--- config.mk ---
export PLATFORM = sky130hd
export DESIGN_NAME = receiver_gain_control
export DESIGN_NICKNAME = d
export VERILOG_FILES = /design/src/gain_control_pkg.sv /design/src/digital_gain_stage.sv /design/src/receiver_gain_control.sv
export SDC_FILE = /design/constraint.sdc
export NUM_CORES = 1
export LEC_CHECK = 0
export BUFFER_PORTS_ARGS = -buffer_cell sky130_fd_sc_hd__buf_2
export CORE_MARGIN = 3
export CORE_UTILIZATION = 50
export CTS_CLUSTER_SIZE = 12
export DETAILED_ROUTE_END_ITERATION = 8
export MAX_ROUTING_LAYER = met4
export PLACE_DENSITY = 0.67
export SYNTH_ARGS = -nofsm -noshare
export SYNTH_HDL_FRONTEND = slang
export SYNTH_SLANG_ARGS = --single-unit
export TNS_END_PERCENT = 5
--- constraint.sdc ---
create_clock -name pclk -period 2.4 [get_ports pclk]
set_input_delay 0.12 -clock pclk [delete_from_list [all_inputs] [get_ports pclk]]
set_output_delay 0.12 -clock pclk [all_outputs]
set_load 0.05 [all_outputs]
--- src/gain_control_pkg.sv ---
// constants, register map and types of the receiver gain control block
package gain_control_pkg;

	// ----------------------------------------
	// register byte addresses
	// ----------------------------------------
	localparam logic [7:0] front_gain_control_off = 8'h00;
	localparam logic [7:0] strength_threshold_off = 8'h04;
	localparam logic [7:0] receive_control_off    = 8'h08;
	localparam logic [7:0] gain_level_thr_off     = 8'h0c;
	localparam logic [7:0] digital_gain_test_off  = 8'h10;
	localparam logic [7:0] bandwidth_off          = 8'h14;
	localparam logic [7:0] status_off             = 8'h18;

	// ----------------------------------------
	// field positions
	// ----------------------------------------
	localparam int impedance_bit      = 7;
	localparam int applied_lsb        = 3;
	localparam int restart_bit_pos    = 2;
	localparam int auto_restart_pos   = 1;
	localparam int packet_mode_pos    = 0;
	localparam int rx_enable_pos      = 3;
	localparam int afc_auto_pos       = 4;
	localparam int low_beta_pos       = 5;
	localparam int delay_lsb          = 8;

	// ----------------------------------------
	// reset values
	// ----------------------------------------
	localparam logic [7:0]  front_gain_reset   = 8'h08;
	localparam logic [7:0]  threshold_reset    = 8'he4;
	localparam logic [15:0] control_reset      = 16'h0001;
	localparam logic [39:0] level_thr_reset    = 40'h50_60_70_80_90;
	localparam logic [7:0]  digital_gain_stage_test_reset    = 8'h30;
	localparam logic [7:0]  digital_gain_stage_enable_low    = 8'h20;
	localparam logic [7:0]  digital_gain_stage_enable_normal = 8'h30;
	localparam logic [15:0] bandwidth_reset    = 16'h8b55;

	// ----------------------------------------
	// reference level constants, dB and dBm
	// ----------------------------------------
	localparam int thermal_floor_dbm    = -174;
	localparam int noise_figure_db      = 7;
	localparam int demod_snr_constant   = 8;
	localparam int fade_margin_constant = 5;

	// ----------------------------------------
	// timing
	// ----------------------------------------
	localparam int qualify_samples   = 2;
	localparam int digital_gain_stage_bit_periods  = 2;
	localparam int delay_unit_bits   = 16;

	// ----------------------------------------
	// types
	// ----------------------------------------
	typedef enum logic [1:0] {st_idle, st_wait, st_hold, st_delay} gain_state_e;

endpackage

--- src/digital_gain_stage.sv ---
// continuous digital gain stage, re-evaluated every two bit periods
module digital_gain_stage (
	// clock and reset
	input  wire logic       pclk,
	input  wire logic       presetn,
	// control
	input  wire logic       enable,
	input  wire logic       bit_tick,
	input  wire logic [7:0] level,
	// result
	output logic [3:0]      digital_gain
);
	import gain_control_pkg::*;

	typedef struct packed {
		logic [1:0] bits;
		logic [3:0] gain;
	} dgs_s;

	dgs_s state_reg;
	dgs_s state_next;

	always_comb begin
		state_next = state_reg;
		if (!enable) begin
			state_next.bits = 2'h0;
		end else if (bit_tick) begin
			if (state_reg.bits == 2'(digital_gain_stage_bit_periods - 1)) begin
				state_next.bits = 2'h0;
				if (level < 8'h60 && state_reg.gain != 4'hf)
					state_next.gain = state_reg.gain + 4'h1;
				else if (level > 8'ha0 && state_reg.gain != 4'h0)
					state_next.gain = state_reg.gain - 4'h1;
			end else begin
				state_next.bits = state_reg.bits + 2'h1;
			end
		end
	end

	always_ff @(posedge pclk or negedge presetn) begin
		if (!presetn)
			state_reg <= '{bits: 2'h0, gain: 4'h8};
		else
			state_reg <= state_next;
	end

	assign digital_gain = state_reg.gain;

endmodule

--- src/receiver_gain_control.sv ---
// receiver analog and digital gain control with apb register file
module receiver_gain_control (
	// apb
	input  wire logic        pclk,
	input  wire logic        presetn,
	input  wire logic        psel,
	input  wire logic        penable,
	input  wire logic        pwrite,
	input  wire logic [7:0]  paddr,
	input  wire logic [31:0] pwdata,
	output logic [31:0]      prdata,
	output logic             pready,
	output logic             pslverr,
	// receiver datapath, from pins
	input  wire logic        adc_i_bit,
	input  wire logic        adc_q_bit,
	input  wire logic        bit_tick,
	input  wire logic        fifo_empty,
	input  wire logic        packet_done,
	// analog and digital gain controls, reference level
	output logic [2:0]       applied_gain_step,
	output logic             input_impedance_select,
	output logic [7:0]       active_bandwidth,
	output logic [3:0]       digital_gain,
	output logic [8:0]       reference_level_dbm
);
	import gain_control_pkg::*;

	typedef struct packed {
		logic [1:0]  sync_i;
		logic [1:0]  sync_q;
		logic [1:0]  sync_tick;
		logic [1:0]  sync_empty;
		logic [1:0]  sync_done;
		logic [4:0]  acc_i;
		logic [4:0]  acc_q;
		logic [3:0]  dec_cnt;
		logic [7:0]  signal_strength_value;
		logic [7:0]  front_gain_control_reg;
		logic [7:0]  strength_threshold_reg;
		logic [15:0] control_reg;
		logic [39:0] level_thr_reg;
		logic [7:0]  digital_gain_test_reg;
		logic [15:0] bandwidth_reg;
		gain_state_e fsm;
		logic [1:0]  qual_cnt;
		logic [11:0] delay_cnt;
		logic        acquiring;
		logic [2:0]  gain;
		logic        tick_d;
		logic [31:0] rdata;
		logic        ready;
		logic        err;
	} rgc_s;

	rgc_s r_reg;
	rgc_s r_next;

	logic        tick_pulse;
	logic        digital_gain_stage_on;
	logic [2:0]  auto_step;
	logic [7:0]  cur_bw;
	logic        access;
	logic        restart_req;
	logic [8:0]  log_term;
	logic [8:0]  ref_level;

	// ----------------------------------------
	// decode gain step from level, five thresholds
	// ----------------------------------------
	always_comb begin
		auto_step = 3'h1;
		if (r_reg.signal_strength_value < r_reg.level_thr_reg[39:32])
			auto_step = 3'h1;
		else if (r_reg.signal_strength_value < r_reg.level_thr_reg[31:24])
			auto_step = 3'h2;
		else if (r_reg.signal_strength_value < r_reg.level_thr_reg[23:16])
			auto_step = 3'h3;
		else if (r_reg.signal_strength_value < r_reg.level_thr_reg[15:8])
			auto_step = 3'h4;
		else if (r_reg.signal_strength_value < r_reg.level_thr_reg[7:0])
			auto_step = 3'h5;
		else
			auto_step = 3'h6;
	end

	// ----------------------------------------
	// reference level: log term about 10log(2bw) in dB
	// ----------------------------------------
	always_comb begin
		log_term = 9'(40 + 3 * (7 - int'(r_reg.bandwidth_reg[2:0])));
		ref_level = 9'(thermal_floor_dbm + noise_figure_db + demod_snr_constant
			+ fade_margin_constant) + log_term;
	end

	assign tick_pulse  = r_reg.sync_tick[1] & ~r_reg.tick_d;
	assign digital_gain_stage_on     = r_reg.digital_gain_test_reg == digital_gain_stage_enable_low
		|| r_reg.digital_gain_test_reg == digital_gain_stage_enable_normal;
	assign access      = psel & penable & ~r_reg.ready;
	assign restart_req = access & pwrite & paddr == receive_control_off & pwdata[restart_bit_pos];
	assign cur_bw      = (r_reg.control_reg[afc_auto_pos] && r_reg.acquiring) ?
		r_reg.bandwidth_reg[15:8] : r_reg.bandwidth_reg[7:0];

	// ----------------------------------------
	// main next state
	// ----------------------------------------
	always_comb begin
		r_next = r_reg;
		r_next.sync_i     = {r_reg.sync_i[0], adc_i_bit};
		r_next.sync_q     = {r_reg.sync_q[0], adc_q_bit};
		r_next.sync_tick  = {r_reg.sync_tick[0], bit_tick};
		r_next.sync_empty = {r_reg.sync_empty[0], fifo_empty};
		r_next.sync_done  = {r_reg.sync_done[0], packet_done};
		r_next.tick_d     = r_reg.sync_tick[1];

		// one-bit streams decimated by 16, magnitude in half dB steps
		r_next.dec_cnt = r_reg.dec_cnt + 4'h1;
		r_next.acc_i = r_reg.acc_i + {4'h0, r_reg.sync_i[1]};
		r_next.acc_q = r_reg.acc_q + {4'h0, r_reg.sync_q[1]};
		if (r_reg.dec_cnt == 4'hf) begin
			r_next.signal_strength_value = 8'({r_reg.acc_i, 3'h0}) + 8'({r_reg.acc_q, 3'h0});
			r_next.acc_i = 5'h0;
			r_next.acc_q = 5'h0;
		end

		// gain acquisition state machine
		unique case (r_reg.fsm)
			st_idle: begin
				if (r_reg.control_reg[rx_enable_pos]) begin
					r_next.fsm = st_wait;
					r_next.acquiring = 1'b1;
					r_next.qual_cnt = 2'h0;
				end
			end
			st_wait: begin
				if (tick_pulse) begin
					if (r_reg.signal_strength_value > r_reg.strength_threshold_reg) begin
						r_next.qual_cnt = r_reg.qual_cnt + 2'h1;
						if (r_reg.qual_cnt == 2'(qualify_samples - 1)) begin
							r_next.fsm = st_hold;
							r_next.gain = auto_step;
							r_next.acquiring = 1'b0;
						end
					end else begin
						r_next.qual_cnt = 2'h0;
					end
				end
			end
			st_hold: begin
				// continuous mode and no auto restart keep gain here
				if (r_reg.control_reg[packet_mode_pos] && r_reg.control_reg[auto_restart_pos]
					&& r_reg.sync_done[1] && r_reg.sync_empty[1]) begin
					r_next.fsm = st_delay;
					r_next.delay_cnt = 12'({r_reg.control_reg[15:delay_lsb], 4'h0});
				end
			end
			st_delay: begin
				if (r_reg.delay_cnt == 12'h0) begin
					r_next.fsm = st_wait;
					r_next.acquiring = 1'b1;
					r_next.qual_cnt = 2'h0;
				end else if (tick_pulse) begin
					r_next.delay_cnt = r_reg.delay_cnt - 12'h1;
				end
			end
		endcase
		if (restart_req && r_reg.control_reg[rx_enable_pos]) begin
			r_next.fsm = st_wait;
			r_next.acquiring = 1'b1;
			r_next.qual_cnt = 2'h0;
		end
		if (!r_reg.control_reg[rx_enable_pos]) begin
			r_next.fsm = st_idle;
			r_next.acquiring = 1'b0;
		end

		// applied step: fixed selection or loop result
		if (r_reg.front_gain_control_reg[2:0] != 3'h0 && r_reg.front_gain_control_reg[2:0] != 3'h7)
			r_next.front_gain_control_reg[5:applied_lsb] = r_reg.front_gain_control_reg[2:0];
		else if (r_reg.front_gain_control_reg[2:0] == 3'h0)
			r_next.front_gain_control_reg[5:applied_lsb] = r_reg.gain;

		// apb slave, one wait state
		r_next.ready = access;
		r_next.err = 1'b0;
		if (access) begin
			r_next.rdata = 32'h0;
			unique case (paddr)
				front_gain_control_off: begin
					r_next.rdata = {24'h0, r_reg.front_gain_control_reg};
					if (pwrite) begin
						r_next.front_gain_control_reg[impedance_bit] = pwdata[impedance_bit];
						r_next.front_gain_control_reg[2:0] = pwdata[2:0];
					end
				end
				strength_threshold_off: begin
					r_next.rdata = {24'h0, r_reg.strength_threshold_reg};
					if (pwrite)
						r_next.strength_threshold_reg = pwdata[7:0];
				end
				receive_control_off: begin
					r_next.rdata = {16'h0, r_reg.control_reg & ~16'(1 << restart_bit_pos)};
					if (pwrite)
						r_next.control_reg = pwdata[15:0] & ~16'(1 << restart_bit_pos);
				end
				gain_level_thr_off: begin
					r_next.rdata = r_reg.level_thr_reg[31:0];
					if (pwrite)
						r_next.level_thr_reg[31:0] = pwdata;
				end
				digital_gain_test_off: begin
					r_next.rdata = {16'h0, r_reg.level_thr_reg[39:32], r_reg.digital_gain_test_reg};
					if (pwrite) begin
						r_next.digital_gain_test_reg = pwdata[7:0];
						r_next.level_thr_reg[39:32] = pwdata[15:8];
					end
				end
				bandwidth_off: begin
					r_next.rdata = {16'h0, r_reg.bandwidth_reg};
					if (pwrite)
						r_next.bandwidth_reg = pwdata[15:0];
				end
				status_off: begin
					r_next.rdata = {20'h0, digital_gain, r_reg.signal_strength_value};
				end
				default: begin
					r_next.err = 1'b1;
				end
			endcase
		end
	end

	always_ff @(posedge pclk or negedge presetn) begin
		if (!presetn) begin
			r_reg <= '0;
			r_reg.front_gain_control_reg <= front_gain_reset;
			r_reg.strength_threshold_reg <= threshold_reset;
			r_reg.control_reg <= control_reset;
			r_reg.level_thr_reg <= level_thr_reset;
			r_reg.digital_gain_test_reg <= digital_gain_stage_test_reset;
			r_reg.bandwidth_reg <= bandwidth_reset;
			r_reg.fsm <= st_idle;
			r_reg.gain <= 3'h1;
		end else begin
			r_reg <= r_next;
		end
	end

	// ----------------------------------------
	// digital gain stage, independent of data mode
	// ----------------------------------------
	digital_gain_stage u_dgs (
		.pclk         (pclk),
		.presetn      (presetn),
		.enable       (digital_gain_stage_on & r_reg.control_reg[rx_enable_pos]),
		.bit_tick     (tick_pulse),
		.level        (r_reg.signal_strength_value),
		.digital_gain (digital_gain)
	);

	logic [7:0] bw_q;
	logic [8:0] ref_q;
	always_ff @(posedge pclk or negedge presetn) begin
		if (!presetn) begin
			bw_q <= 8'h0;
			ref_q <= 9'h0;
		end else begin
			bw_q <= cur_bw;
			ref_q <= ref_level;
		end
	end

	assign prdata                 = r_reg.rdata;
	assign pready                 = r_reg.ready;
	assign pslverr                = r_reg.err;
	assign applied_gain_step      = r_reg.front_gain_control_reg[5:applied_lsb];
	assign input_impedance_select = r_reg.front_gain_control_reg[impedance_bit];
	assign active_bandwidth       = bw_q;
	assign reference_level_dbm    = ref_q;

endmodule

==> results of run 1 <==
## worst max-delay path by stage
stage | endpoint | slack, ns
5_1_grt | r_reg[35] | 0.003
4_1_cts | r_reg[37] | 0.03
2_1_floorplan | r_reg[36] | 0.23
6_report | r_reg[35] | 0.09
3_3_place_gp | r_reg[37] | 0.12
3_5_place_dp | r_reg[37] | 0.01
## layer usage
layer | GRT usage | vias up | share of wire
met5 | - | - | 0
met4 | 0.07483 | 0 | 0.026
met3 | 0.04814 | 43 | 0.062
met2 | 0.3722 | 244 | 0.47
met1 | 0.3275 | 3672 | 0.44
li1 | - | 3433 | -
## stage by stage
| stage | worst slack [ns] | cells | utilization | cell area, µm² | hold slack, ns |
|---|---|---|---|---|---|
| 6_report | 0.09390 | 1301 | 0.5989 | 11770 | 0.03053 |
| 5_1_grt | 0.002672 | 1301 | 0.5989 | 11770 | 0.02076 |
| 4_1_cts | 0.03440 | 1301 | 0.5984 | 11760 | 0.01043 |
| 3_5_place_dp | 0.01236 | 1234 | 0.5498 | 10810 | 0.1772 |
| 3_3_place_gp | 0.1162 | 1234 | 0.5498 | 10810 | 0.1723 |
| 2_1_floorplan | 0.2271 | 902 | - | 10120 | -0.1756 |
## cell type report
type                       count  share of cell area
tap                          265             0.02817
multi-input combinational    569              0.3737
inverter                      57             0.01818
timing repair buffer         178              0.1009
sequential                   200              0.4281
clock buffer                  18             0.03731
clock inverter                14             0.01361
## cell families (layout without fill, tap and decap cells)
logic type / Yosys count / after routing / share of synthesized area
buffers and inverters: 133 / 267 / 0.06864
other: 1 / 1 / 0.0003707
XOR/XNOR: 19 / 19 / 0.01645
adder cells (fa/ha/maj): 57 / 57 / 0.07198
AND/OR/NAND/NOR: 212 / 212 / 0.1097
AO/OA/AOI/OAI: 195 / 195 / 0.1378
multiplexers: 85 / 85 / 0.09696
flip-flops: 200 / 200 / 0.4981
## layout by cell type (no fill, tap or decap), types with 3 or more instances in the layout
cell	n
a21o_1	12
a21oi_1	25
a221o_1	7
a222oi_1	7
a22o_1	27
a22oi_1	8
a31oi_1	3
and2_1	5
and3_1	3
buf_2	107
buf_4	33
clkbuf_16	17
clkinv_4	5
dfrtp_1	172
dfstp_2	28
dlygate4sd3_1	35
ha_1	55
inv_1	57
inv_8	4
mux2_1	3
mux2_2	69
mux2_4	8
mux2i_1	5
nand2_1	88
nand2b_1	4
nand3_1	29
nand4_1	5
nor2_1	25
nor2b_1	4
nor3_1	10
nor4_1	4
nor4b_1	4
o2111ai_1	3
o211ai_1	7
o21a_1	6
o21ai_0	57
o41ai_1	3
or4b_2	3
xnor2_1	11
xor2_1	8
## cells in the mapped netlist, drive strengths merged, types with 7 or more instances
| cell | n |
|---|---|
| dfrtp | 172 |
| nand2 | 90 |
| mux2 | 80 |
| buf | 59 |
| inv | 57 |
| o21ai | 57 |
| ha | 55 |
| nand3 | 30 |
| dfstp | 28 |
| a22o | 27 |
| nor2 | 27 |
| a21oi | 26 |
| clkbuf | 17 |
| a21o | 12 |
| xnor2 | 11 |
| nor3 | 10 |
| a22oi | 8 |
| xor2 | 8 |
| a221o | 7 |
| a222oi | 7 |
| o211ai | 7 |
## power breakdown
part | total (mW) | leakage, nW | switching (mW) | internal (mW)
registers | 3.58 | 2.56 | 0.102 | 3.48
clock network | 2.90 | 0.292 | 1.39 | 1.51
logic | 1.23 | 3.10 | 0.746 | 0.485
total | 7.72 | 5.94 | 2.24 | 5.48
## critical path, cell delays in order (launching register included)
cell and delay [ns]:
dfrtp_1 0.57, ha_1 0.37, nor4b_1 0.31, o2111ai_1 0.14, a21boi_0 0.37, a2bb2o_1 0.32
a21oi_1 0.15
## what timing repair did
| item | in CTS | in global routing |
|---|---|---|
| hold buffers | 35 | 0 |
| setup endpoints to repair | 2 | 3 |
| endpoints found under the hold margin | 112 | 0 |
| cloned | 0 | 0 |
| resized for setup | 1 | 2 |
==> impl_results.md, run 1 <==
* Clk_lat worst skew at 0.44 ns
* Final period utilization at 0.9609
* Final WL at 25110 µm
* Die Wd at 148.2 µm
* Avg Vias per Cell at 5.682
* R2R cell count at 6
* Global-route wire length before repair at 40240 µm
* Global route total overflow at 0
* Power after layout at 7.720 mW
* CP Data Required Time at 2.77 ns
* Crit end category: register
* Vias in the first global route at 7314
* Post-synth EDFFs at 0
* Synth Flop Type: dfrtp_1
* Number of port buffers at 108
* Synth Warn # at 0
* Final setup violating endpoints at 0
* Clock skew at about 0.015 ns
* Leakage power at ~6 nW
* GP Congestion at 0.9712
* ANT nets after route at 0
* Register area share after synthesis at 0.4981
* Worst r2r src: r_reg[154]
* Synth cell types at 80
* Final #Nets at 1130
* Mean Syn Cell Area at 11.22 µm²
* Reg clk slew, reported paths at 0.08 ns
* Routed via count at about 7400
* Max-cap violations at 0
* Die height at 148.2 µm
* Initial Utilization at 0.5148
* Total track usage at 0.2418
* Max reg flops at 134
* Synth top area share at 0.4254
* Worst-Margin Slew at 0.6243 ns
* Hold endpoint: r_reg[84]
* CP startpoint kind: register
* Total CTS buffers at 17
* R2R Setup Slk at roughly 0.094 ns
* Slew Limit Fails at 0
* CP startpoint: r_reg[154]
* CTS tree: done
* WS Path Type: reg2reg
* Fillers at around 1700
* Number of synthesized register bits at 200
* Min-Delay Path Class: in2reg
* CTS H-tree depth at 4
* Row count at 51
* Reg2reg end: r_reg[35]
* DR WL/cell at 19.30 µm
* Number of cells produced by synthesis at 902
* Final Hold Fails at 0
* Ports at 109
* Initial antenna violation count at 0
* Root buffer cell: clkbuf_16
* Arrival @ worst endpoint at 2.68 ns
* Rel. slew slack at 0.5838
* Hold depth at 3
* Max clock buf depth at 2
* DP HPWL at 18430 µm
* Layout cells sized above 1 at 0.2925
* Area of the multi-input gates at 4399 µm²
* Pin count of the biggest net entering global routing at 74
* CTS Sinks at 200
* Post-synth top area cell: dfrtp_1
* Sequential cell area at around 5000 µm²
* Post-CTS Setup Bufs at 0
* Area delta synth->final at 16.35%
* Sum of negative setup slack at 0 ns
* Top cells by area, synth: dfrtp_1, mux2_2, dfstp_2
* Worst-path fanout max at 9
* Initial DRC count at 729
* Ys async rst share at 1.000
* PwrDens at 655.8 nW/µm²
* Status: completed
* RSZ-0062 raised after global routing: no
* # DRC at 0
* Hold wc startpoint: pwdata[5]
* DIE AREA at 21980 µm²
* # diodes at 0
* Mapped cell area at approximately 10000 µm²
* Peak Freq at 433.6 MHz
* Syn Nets at between 1000 and 1500
* Worst vdd ir at 0.5349 mV
* DR pass1 iterations at 6
* Core area at 19650 µm²
* Min cycle time layout at between 2 and 2.5 ns
Note: power is estimated with default switching activity, not from simulation.
==> inputs of run 2 (changes only) <==
- REMOVE_ABC_BUFFERS: not set -> 1
==> impl_results.md, run 2 (synthesized netlist as in run 1, its figures left out) <==
* DP HPWL at 17840 µm (-3.2%)
* Status: completed
* # diodes at 0 (unchanged)
* Number of port buffers at 108 (unchanged)
* Ports at 109 (unchanged)
* Initial Utilization at 0.5148 (unchanged)
* Crit end category: register
* Leakage power at 5.964 nW (+0.31%)
* DIE AREA at 21980 µm² (unchanged)
* Commonest non-fill, non-tap cells in the layout: dfrtp_1, buf_2, nand2_1
* Row count at 51 (unchanged)
* Slew Limit Fails at 0 (unchanged)
* CTS H-tree depth at 4 (unchanged)
* Max reg flops at 134 (unchanged)
* Max Used Layer: met4
* Detailed-routed wire length on met2 at 11740 µm (-1.2%)
* CP startpoint kind: register
* Layout Cells excl Fill at 1301 (unchanged)
* CTS tree: done
* Initial DRC count at 571 (-22%)
* Util after Layout at 0.6014 (+0.002420)
* Sum of negative setup slack at 0 ns (unchanged)
* Post-CTS Setup Bufs at 0 (unchanged)
* Max clock buf depth at 2 (unchanged)
* Wl on met1 at 11320 µm (+2.7%)
* Avg Vias per Cell at 5.640 (-0.74%)
* Arrival @ worst endpoint at 2.67 ns (about the same)
* Reg clk slew, reported paths at 0.07 ns (about the same)
* DR pass1 iterations at 8 (+2)
* Die Wd at 148.2 µm (unchanged)
* Peak Freq at 435.7 MHz (+0.47%)
* Min-Delay Path Class: in2reg
* Initial antenna violation count at 0 (unchanged)
* Die height at 148.2 µm (unchanged)
* Pin count of the biggest net entering global routing at 78 (+5.4%)
* ANT nets after route at 0 (unchanged)
* Final Hold Fails at 0 (unchanged)
* Post-route cell area at 11820 µm² (+0.40%)
* Total CTS buffers at 17 (unchanged)
* Most common cell after layout, fill and taps aside: dfrtp_1
* Root buffer cell: clkbuf_16
* Rel. slew slack at 0.5403 (-0.04352)
* Max-cap violations at 0 (unchanged)
* Final period utilization at 0.9564 (-0.004500)
* Final setup violating endpoints at 0 (unchanged)
* Final WL at 24760 µm (-1.4%)
* Area delta synth->final at 16.82%
* CTS Sinks at 200 (unchanged)
* CP Data Required Time at 2.78 ns (about the same)
* Final #Nets at 1130 (unchanged)
* Hold slack at 0.02377 ns (-0.006767 ns)
* Dpl cell area at 10800 µm² (about the same)
* Met3 wire len at 1291 µm (-17%)
* Routed via count at 7337 (-0.74%)
* GP Congestion at 0.8933 (-8.0%)
* Fillers at 1685 (+0.24%)
* Min cycle time layout at 2.295 ns (-0.01080 ns)
* Total track usage at 0.2410 (-0.0007691)
* Worst-Margin Slew at 0.6843 ns (+0.06002 ns)
* Clock skew at 0.01275 ns (-0.002065 ns)
* WS Path Type: reg2reg
* Global route total overflow at 0 (unchanged)
* Worst vdd ir at 0.5003 mV (-6.5%)
* Worst-path fanout max at 4 (-5)
* Core area at 19650 µm² (unchanged)
* Global-route wire length before repair at 40150 µm (-0.22%)
* # DRC at 0 (unchanged)
* Layout cells sized above 1 at 0.2905 (-0.001931)
* Clk_lat worst skew at 0.44 ns (about the same)
* PwrDens at 669.7 nW/µm² (+2.1%)
* Vias in the first global route at 7385 (+0.97%)
* Inst Count DP at 1233 (-0.081%)
* DR WL/cell at 19.03 µm (-1.4%)
## run 2: layer usage
layer,global-route usage,up-vias
met3,0.04479,29
met4,0.06559,0
met5,-,-
met1,0.3290,3643
met2,0.3747,224
li1,-,3441
## run 2: final timing paths
check	start	cells past startpoint	slack, ns	end
min in group asynchronous	presetn	2	0.26	prdata[22]
hold reg to reg	r_next[176]	0	0.35	r_reg[176]
setup / recovery	r_reg[141]	7	0.10	r_reg[36]
hold / removal	pwdata[0]	2	0.02	r_reg[143]
max in group asynchronous	presetn	3	1.36	r_reg[141]
setup reg to reg	r_reg[141]	7	0.10	r_reg[36]
## run 2: power breakdown
part,switching [mW],total (mW),internal (mW)
clock,1.26,3.09,1.83
combinational,0.748,1.24,0.489
sequential,0.0998,3.58,3.48
total,2.11,7.91,5.81
## run 2: what timing repair did
| action | in CTS | in global routing |
|---|---|---|
| hold endpoints to repair | 131 | 0 |
| gates resized for setup | 0 | 4 |
| endpoints found under the setup margin | 0 | 3 |
| hold buffers | 36 | 0 |
## run 2: metrics by stage
step           total power, mW  worst slack [ns]
5_1_grt                  8.266          -0.01097
6_report                 7.915            0.1047
3_5_place_dp             4.812           0.04017
4_1_cts                  7.965           0.03465
3_3_place_gp             4.784            0.1546
2_1_floorplan            4.290           -0.8731
## run 2: worst max-delay path, stage by stage (launching register included)
cell     delay [ns]
dfstp_2        0.55
inv_1          0.05
ha_1           0.30
nand4_1        0.13
o221a_2        0.30
or4b_4         0.59
a21oi_4        0.17
a22o_1         0.15
## run 2: area by class of cell
type                       instances  area [µm²]  share of cell area
multi-input combinational        569        4405              0.3728
clock inverter                    10       163.9             0.01387
inverter                          57       214.0             0.01810
tap                              265       331.6             0.02805
timing repair buffer             178        1190              0.1007
sequential                       200        5040              0.4264
clock buffer                      22       474.2             0.04012
